==> src/core/drc_defs.vh <==
// constants for the drive reference chain
`ifndef DRC_DEFS_VH
`define DRC_DEFS_VH
`define DRC_SRC_DIG      3'h0
`define DRC_SRC_AIN1     3'h1
`define DRC_SRC_AIN2     3'h2
`define DRC_SRC_AIN3     3'h3
`define DRC_SRC_ENC1     3'h4
`define DRC_SRC_ENC2     3'h5
`define DRC_SRC_FBUS     3'h6
`define DRC_FR_ZERO      2'h0
`define DRC_FR_FWD       2'h1
`define DRC_FR_REV       2'h2
`define DRC_OVL_NONE     2'h0
`define DRC_OVL_THERM    2'h1
`define DRC_OVL_THERM_M  2'h2
`define DRC_OVL_CLIM     2'h3
`define DRC_PCT_100      16'h2710
`define DRC_PCT_150      16'h3A98
`define DRC_DRAW_UNITY   16'h4000
`define DRC_DRAW_SHIFT   14
`endif

==> src/core/drc_chain.v <==
// drive reference chain: speed and armature current reference summing and conditioning
//
// How it works
// - two-quadrant clips negative speed to zero
// - ramp bypassed: speed in is ref1 plus ref2
// - ramp on: speed reference one is excluded
// - draw ratio scales ramp output or ref1
// - speed sources: digital, analog, encoder, fieldbus
// - current sources: digital, analog, fieldbus only
// - current-loop analog is unipolar, two-quadrant only
// - flag current limit when demand exceeds limits
// - current reference is signed percent of rated
// - speed loop off: current in is sum
// - speed loop on: current ref one excluded
// - zero torque forces current reference to zero
// - current limits applied as last stage
// - overload none caps digital currents at 100
// - other overload modes cap digital currents 150
// - forward/reverse: zero, pass or negate ramp
`timescale 1ns/10ps
`include "drc_defs.vh"
module drc_chain #(
	parameter W = 16
) (
	input  wire         clk,
	input  wire         rst_n,
	input  wire         drive_enable,
	input  wire         drive_start,
	input  wire         four_quadrant_config,
	input  wire         ramp_enable,
	input  wire         speed_reg_enable,
	input  wire         zero_torque,
	input  wire [1:0]   fwd_rev,
	input  wire [1:0]   overload_mode,
	input  wire         draw_on_ramp,
	input  wire [W-1:0] draw_ratio,
	input  wire [2:0]   spd1_sel,
	input  wire [2:0]   spd2_sel,
	input  wire [2:0]   cur1_sel,
	input  wire [2:0]   cur2_sel,
	input  wire [W-1:0] spd1_dig,
	input  wire [W-1:0] spd2_dig,
	input  wire [W-1:0] cur1_dig,
	input  wire [W-1:0] cur2_dig,
	input  wire [W-1:0] ain1,
	input  wire [W-1:0] ain2,
	input  wire [W-1:0] ain3,
	input  wire [2:0]   ain_is_ma,
	input  wire [W-1:0] enc1,
	input  wire [W-1:0] enc2,
	input  wire [W-1:0] fbus_spd1,
	input  wire [W-1:0] fbus_spd2,
	input  wire [W-1:0] fbus_cur1,
	input  wire [W-1:0] fbus_cur2,
	input  wire [W-1:0] ramp_output,
	input  wire [W-1:0] speed_reg_out,
	input  wire [W-1:0] cur_lim_pos,
	input  wire [W-1:0] cur_lim_neg,
	output reg  [W-1:0] ramp_ref_q,
	output reg  [W-1:0] speed_ref_q,
	output reg  [W-1:0] arm_cur_ref_q,
	output reg          cur_limit_q,
	output reg          src_fault_q
);
	localparam signed [W-1:0] SMAX = {1'b0, {(W-1){1'b1}}};
	localparam signed [W-1:0] SMIN = {1'b1, {(W-1){1'b0}}};

	// saturating signed add; the extra bit catches overflow before it wraps
	function [W-1:0] sat_add;
		input [W-1:0] a;
		input [W-1:0] b;
		reg signed [W:0] s;
		begin
			s = $signed({a[W-1], a}) + $signed({b[W-1], b});
			if (s > $signed({SMAX[W-1], SMAX}))
				sat_add = SMAX;
			else if (s < $signed({SMIN[W-1], SMIN}))
				sat_add = SMIN;
			else
				sat_add = s[W-1:0];
		end
	endfunction

	// negation that maps the most negative value to the most positive
	function [W-1:0] sat_neg;
		input [W-1:0] a;
		begin
			if (a == SMIN)
				sat_neg = SMAX;
			else
				sat_neg = (~a) + {{(W-1){1'b0}}, 1'b1};
		end
	endfunction

	// clamp a signed value between a negative and a positive bound
	function [W-1:0] clamp;
		input [W-1:0] a;
		input [W-1:0] hi;
		input [W-1:0] lo;
		begin
			if ($signed(a) > $signed(hi))
				clamp = hi;
			else if ($signed(a) < $signed(lo))
				clamp = lo;
			else
				clamp = a;
		end
	endfunction

	wire [W-1:0] spd1_v;
	wire [W-1:0] spd2_v;
	wire [W-1:0] cur1_v;
	wire [W-1:0] cur2_v;
	wire         spd1_bad;
	wire         spd2_bad;
	wire         cur1_bad;
	wire         cur2_bad;

	reg  [W-1:0] cur_cap;
	reg  [W-1:0] cur1_dig_c;
	reg  [W-1:0] cur2_dig_c;

	// the overload mode decides how far the digital current setpoints may reach
	always @* begin
		case (overload_mode)
		`DRC_OVL_NONE:    cur_cap = `DRC_PCT_100;
		`DRC_OVL_THERM,
		`DRC_OVL_THERM_M,
		`DRC_OVL_CLIM:    cur_cap = `DRC_PCT_150;
		default:          cur_cap = `DRC_PCT_100;
		endcase
		cur1_dig_c = clamp(cur1_dig, cur_cap, sat_neg(cur_cap));
		cur2_dig_c = clamp(cur2_dig, cur_cap, sat_neg(cur_cap));
	end

	drc_src_sel #(.W(W), .ENC_OK(1)) u_spd1 (
		.sel                  (spd1_sel),
		.dig                  (spd1_dig),
		.ain1                 (ain1),
		.ain2                 (ain2),
		.ain3                 (ain3),
		.ain_is_ma            (ain_is_ma),
		.enc1                 (enc1),
		.enc2                 (enc2),
		.fbus                 (fbus_spd1),
		.four_quadrant_config (four_quadrant_config),
		.val                  (spd1_v),
		.bad                  (spd1_bad)
	);
	drc_src_sel #(.W(W), .ENC_OK(1)) u_spd2 (
		.sel                  (spd2_sel),
		.dig                  (spd2_dig),
		.ain1                 (ain1),
		.ain2                 (ain2),
		.ain3                 (ain3),
		.ain_is_ma            (ain_is_ma),
		.enc1                 (enc1),
		.enc2                 (enc2),
		.fbus                 (fbus_spd2),
		.four_quadrant_config (four_quadrant_config),
		.val                  (spd2_v),
		.bad                  (spd2_bad)
	);
	drc_src_sel #(.W(W), .ENC_OK(0)) u_cur1 (
		.sel                  (cur1_sel),
		.dig                  (cur1_dig_c),
		.ain1                 (ain1),
		.ain2                 (ain2),
		.ain3                 (ain3),
		.ain_is_ma            (ain_is_ma),
		.enc1                 (enc1),
		.enc2                 (enc2),
		.fbus                 (fbus_cur1),
		.four_quadrant_config (four_quadrant_config),
		.val                  (cur1_v),
		.bad                  (cur1_bad)
	);
	drc_src_sel #(.W(W), .ENC_OK(0)) u_cur2 (
		.sel                  (cur2_sel),
		.dig                  (cur2_dig_c),
		.ain1                 (ain1),
		.ain2                 (ain2),
		.ain3                 (ain3),
		.ain_is_ma            (ain_is_ma),
		.enc1                 (enc1),
		.enc2                 (enc2),
		.fbus                 (fbus_cur2),
		.four_quadrant_config (four_quadrant_config),
		.val                  (cur2_v),
		.bad                  (cur2_bad)
	);

	wire               run = drive_enable & drive_start;
	reg  [W-1:0]       ramp_s;
	reg  [W-1:0]       ramp_d;
	reg  [W-1:0]       speed_d;
	reg  [W-1:0]       cur_d;
	reg                lim_d;
	reg  [W-1:0]       spd_a;
	reg  [W-1:0]       cur_a;
	reg  [W-1:0]       cur_sum;
	reg  signed [2*W:0] prod;
	reg  signed [2*W:0] scl;

	always @* begin
		// ramp reference as it would feed the external ramp generator
		ramp_s = sat_add(spd1_v, spd2_v);
		case (fwd_rev)
		`DRC_FR_ZERO: ramp_d = {W{1'b0}};
		`DRC_FR_FWD:  ramp_d = ramp_s;
		`DRC_FR_REV:  ramp_d = sat_neg(ramp_s);
		default:      ramp_d = {W{1'b0}};
		endcase
		if (!four_quadrant_config && ramp_d[W-1])
			ramp_d = {W{1'b0}};

		// speed chain: ramp on replaces reference one by the ramp output
		spd_a = ramp_enable ? ramp_output : spd1_v;
		prod  = $signed({{(W+1){spd_a[W-1]}}, spd_a}) *
			$signed({{(W+1){1'b0}}, draw_ratio});
		scl   = prod >>> `DRC_DRAW_SHIFT;
		if (scl > $signed({{(W+1){1'b0}}, SMAX}))
			spd_a = SMAX;
		else if (scl < $signed({{(W+1){1'b1}}, SMIN}))
			spd_a = SMIN;
		else
			spd_a = scl[W-1:0];
		speed_d = sat_add(spd_a, spd2_v);
		if (!four_quadrant_config && speed_d[W-1])
			speed_d = {W{1'b0}};

		// current chain: signed percent, sign gives direction
		cur_a   = speed_reg_enable ? speed_reg_out : cur1_v;
		cur_sum = sat_add(cur_a, cur2_v);
		if (zero_torque)
			cur_sum = {W{1'b0}};
		cur_d = clamp(cur_sum, cur_lim_pos, cur_lim_neg);
		lim_d = (cur_d != cur_sum);

		if (!run) begin
			ramp_d  = {W{1'b0}};
			speed_d = {W{1'b0}};
			cur_d   = {W{1'b0}};
			lim_d   = 1'b0;
		end
	end

	always @(posedge clk or negedge rst_n) begin
		if (!rst_n) begin
			ramp_ref_q    <= {W{1'b0}};
			speed_ref_q   <= {W{1'b0}};
			arm_cur_ref_q <= {W{1'b0}};
			cur_limit_q   <= 1'b0;
			src_fault_q   <= 1'b0;
		end else begin
			ramp_ref_q    <= ramp_d;
			speed_ref_q   <= speed_d;
			arm_cur_ref_q <= cur_d;
			cur_limit_q   <= lim_d;
			src_fault_q   <= spd1_bad | spd2_bad | cur1_bad | cur2_bad;
		end
	end
endmodule

==> src/core/drc_src_sel.v <==
// source selector for one reference, with unipolar handling of current-loop inputs
`timescale 1ns/10ps
`include "drc_defs.vh"
module drc_src_sel #(
	parameter W       = 16,
	parameter ENC_OK  = 1
) (
	input  wire [2:0]   sel,
	input  wire [W-1:0] dig,
	input  wire [W-1:0] ain1,
	input  wire [W-1:0] ain2,
	input  wire [W-1:0] ain3,
	input  wire [2:0]   ain_is_ma,
	input  wire [W-1:0] enc1,
	input  wire [W-1:0] enc2,
	input  wire [W-1:0] fbus,
	input  wire         four_quadrant_config,
	output reg  [W-1:0] val,
	output reg          bad
);
	always @* begin
		val = dig;
		bad = 1'b0;
		case (sel)
		`DRC_SRC_DIG:  val = dig;
		`DRC_SRC_AIN1: begin
			val = (ain_is_ma[0] && ain1[W-1]) ? {W{1'b0}} : ain1;
			bad = ain_is_ma[0] & four_quadrant_config;
		end
		`DRC_SRC_AIN2: begin
			val = (ain_is_ma[1] && ain2[W-1]) ? {W{1'b0}} : ain2;
			bad = ain_is_ma[1] & four_quadrant_config;
		end
		`DRC_SRC_AIN3: begin
			val = (ain_is_ma[2] && ain3[W-1]) ? {W{1'b0}} : ain3;
			bad = ain_is_ma[2] & four_quadrant_config;
		end
		`DRC_SRC_ENC1: begin
			val = (ENC_OK != 0) ? enc1 : {W{1'b0}};
			bad = (ENC_OK == 0);
		end
		`DRC_SRC_ENC2: begin
			val = (ENC_OK != 0) ? enc2 : {W{1'b0}};
			bad = (ENC_OK == 0);
		end
		`DRC_SRC_FBUS: val = fbus;
		default: begin
			val = {W{1'b0}};
			bad = 1'b1;
		end
		endcase
		if (bad)
			val = {W{1'b0}};
	end
endmodule

==> config.mk <==
export PLATFORM = sky130hd
export DESIGN_NAME = drc_chain
export DESIGN_NICKNAME = d
export VERILOG_FILES = /design/src/core/drc_chain.v /design/src/core/drc_src_sel.v
export VERILOG_INCLUDE_DIRS = /design/src /design/src/core
export SDC_FILE = /design/constraint.sdc
export NUM_CORES = 1
export LEC_CHECK = 0
export BUFFER_PORTS_ARGS = -buffer_cell sky130_fd_sc_hd__buf_2
export CORE_ASPECT_RATIO = 1.1
export CORE_MARGIN = 1.5
export CORE_UTILIZATION = 36
export CTS_BUF_LIST = sky130_fd_sc_hd__clkbuf_2 sky130_fd_sc_hd__clkbuf_4 sky130_fd_sc_hd__clkbuf_8
export DETAILED_ROUTE_END_ITERATION = 16
export PLACE_DENSITY = 0.57
export SLEW_MARGIN = 10
export SYNTH_ARGS = -nofsm -noshare
export SYNTH_HDL_FRONTEND = slang
export SYNTH_SLANG_ARGS = --single-unit
export TNS_END_PERCENT = 1
==> constraint.sdc <==
create_clock -name clk -period 1.08 [get_ports clk]
set_clock_uncertainty 0.05 [all_clocks]
set_input_delay 0.162 -clock clk [delete_from_list [all_inputs] [get_ports clk]]
set_output_delay 0.162 -clock clk [all_outputs]
set_load 0.03 [all_outputs]
==> metrics <==
Seq cells post-synth 50; Core Util, Final 0.557; IO Port Bufs around 360; CTS tree done; sequential fraction of the synthesis area 0.0605; sequential share of power 0.026; P_int between 40 and 50 mW; Post-synth top cells 332 x inv_1, 299 x nand2_1, 229 x ha_1; CP dominant cell by count fa_1; combinational share of power 0.961; Max Freq around 0.1 GHz; core area between 50000 and 60000 um2; clk sinks 50; worst slack at placement -9870 ps; initial antenna violation count 9; Area after DPL around 30000 um2; Async SR Flop Fraction 1.00; H-tree levels 2; Routed WL per cell approximately 22 um; Tcrit/Tclk final 9.28; Site Rows 91; cts bufs inserted 5; RSZ-0062 raised after global routing true; Worst Setup SP ain_is_ma[1]; Peak VDD IR between 0.003 and 0.004 V; Syn Nets between 3000 and 4000; P&R area growth vs syn 52.0%; first-pass detailed-route iteration total 7; min-delay src cur_lim_pos[10]; most numerous cell in the Yosys netlist inv_1; cells after synthesis ~2700; synthesized area 20700 um2; routed wire length ~100000 um; Critical Path AT between 10000 and 15000 ps; CP Launch Type primary input; pwr/cell area 2940 nW/um2; min Tclk post-route 10020 ps; critical path capture point type register; sw frac 0.479; crit path kind in2reg; Hold Path Class in2reg; die extent in x approximately 230 um; Pleak ~16 nW; DP HPWL about 87000 um; GRT overflow 0; first-pass GRT wire length 151000 um; Max Cap Viol 0; Residual DRC 0; setup ws final -8940 ps; failing checks negative setup slack; total power slightly above 90 mW; Setup violations, final between 60 and 70; worst-margin pin slew 793 ps; slowest stage delay, CP ~610 ps; io pins 366; ANT nets after route 0; vias per cell approximately 5.5; Die Footprint roughly 60000 um2; RePlAce Congestion 1.06; final non-filler cell area roughly 31000 um2; Fillers approximately 5400; Tot GR Track Use 0.334; Iteration-0 DRC Markers 1647; share of layout cells above drive strength 1 0.400; CTS root buffer clkbuf_8; Synth Flop Type dfrtp_1; number of global-route vias before repair roughly 27000; CTS clk-pin slew, worst paths about 120 ps; YS warnings 0; Vias between 20000 and 30000; pin count of the biggest net entering global routing just over 50; Psw 44.3 mW; top cells by area, synth fa_1 19%, ha_1 14%, dfrtp_1 6.0%; critical path's slowest cell fa_1; Syn Area/Cell approximately 7.6 um2; share of the synthesized area in the top cell type 0.190; Die Span Y between 200 and 300 um; Clk pwr share 0.014; Synth area leader fa_1; Crit path required time 1240 ps; status finished, violations left; Worst Path Max Fanout 11; CTS max path bufs 2; Final Max Tran Viols 0; synth unique cells ~110; Final Net Count roughly 4600; max_slew headroom 0.472; Post-synth EDFFs 0; final hold vios 0; Starting Density 0.366
-- routing by layer --
layer	vias to the layer above	share of wire	GRT usage
met2	932	0.50	0.615
li1	11800	-	-
met4	10	0.047	0.124
met5	-	0.00065	0
met3	228	0.058	0.0392
met1	12300	0.39	0.396
-- registers in the layout, indices dropped and copies added, names as in the netlist --
register and count:
src_fault_q 1, ramp_ref_q 16, speed_ref_q 16, cur_limit_q 1, arm_cur_ref_q 16
-- path summary, 6_finish.rpt --
kind | cells after the start | slack (ps) | to
setup / recovery | 47 | -8940 | speed_ref_q[12]
hold / removal | 3 | 60 | arm_cur_ref_q[10]
max in group asynchronous | 3 | 380 | arm_cur_ref_q[6]
min in group asynchronous | 3 | 340 | speed_ref_q[8]
-- final cells by class --
cell class	count	area (um2)	area share
antenna	4	10.0	0.000318
timing repair buffer	1275	9360	0.298
sequential	50	1250	0.0398
tap	744	931	0.0296
clock buffer	5	68.8	0.00219
inverter	333	1250	0.0398
clock inverter	3	28.8	0.000915
multi-input combinational	2176	18500	0.590
-- metrics by stage --
stage	setup TNS, ps	hold WS, ps	std cells
after global placement	-347290	111	4531
after detailed placement	-357270	132	4531
after global routing	-329440	50.9	4586
after CTS	-307960	49.5	4545
after floorplan	-320820	-184	2704
final	-312390	56.0	4590
-- timing repair --
item / CTS / global route
hold buffers: 1 / 0
gates resized for setup: 170 / 107
gates cloned: 0 / 3
buffers inserted: 5 / 38
hold endpoints to repair: 50 / 0
endpoints found under the setup margin: 95 / 99
pin swaps: 32 / 71
-- worst max-delay path: cells and delay by family --
kind                     cells  cell delay, ps
multiplexers                 1             210
AO/OA/AOI/OAI               20            3940
buffers and inverters       10            1260
AND/OR/NAND/NOR              8            1030
adder cells (fa/ha/maj)      8            3550
-- layout by cell type, fill, tap and decap left out, types with 15 or more instances in the layout --
cell type	synthesis	final
a211oi_1	30	24
a21o_1	62	62
a21oi_1	159	140
a21oi_2	2	19
a22oi_1	17	16
a31oi_1	51	47
a32oi_1	36	35
and2_1	96	92
and3_1	16	16
buf_12	0	23
buf_2	15	316
buf_4	1	866
buf_6	2	65
dfrtp_1	50	49
fa_1	196	181
fa_2	0	15
ha_1	229	217
inv_1	332	321
mux2_2	20	18
mux2i_1	24	22
nand2_1	299	287
nand2b_1	34	33
nand3_1	46	46
nand4_1	16	16
nor2_1	175	167
nor2b_1	68	62
nor3_1	43	41
o211ai_1	23	23
o21ai_0	133	112
o21ai_1	4	15
o22ai_1	23	21
xnor2_1	43	43
xor2_1	18	18
-- cells by family after synthesis --
logic type	share of synthesized area
simple gates	0.211
mux	0.0241
flops	0.0605
xor+xnor	0.0258
buf+inv	0.0894
fa+ha+maj	0.329
compound gates	0.260
-- power by group through the flow --
stage | clock, mW | combinational, mW | sequential [mW]
after floorplan | 0 | 48.3 | 2.87
after global placement | 0 | 80.2 | 2.33
after detailed placement | 0 | 81.7 | 2.33
after CTS | 1.29 | 83.3 | 2.35
after global routing | 1.36 | 95.0 | 2.38
final | 1.25 | 88.7 | 2.37
Note: power is estimated with default switching activity, not from simulation.
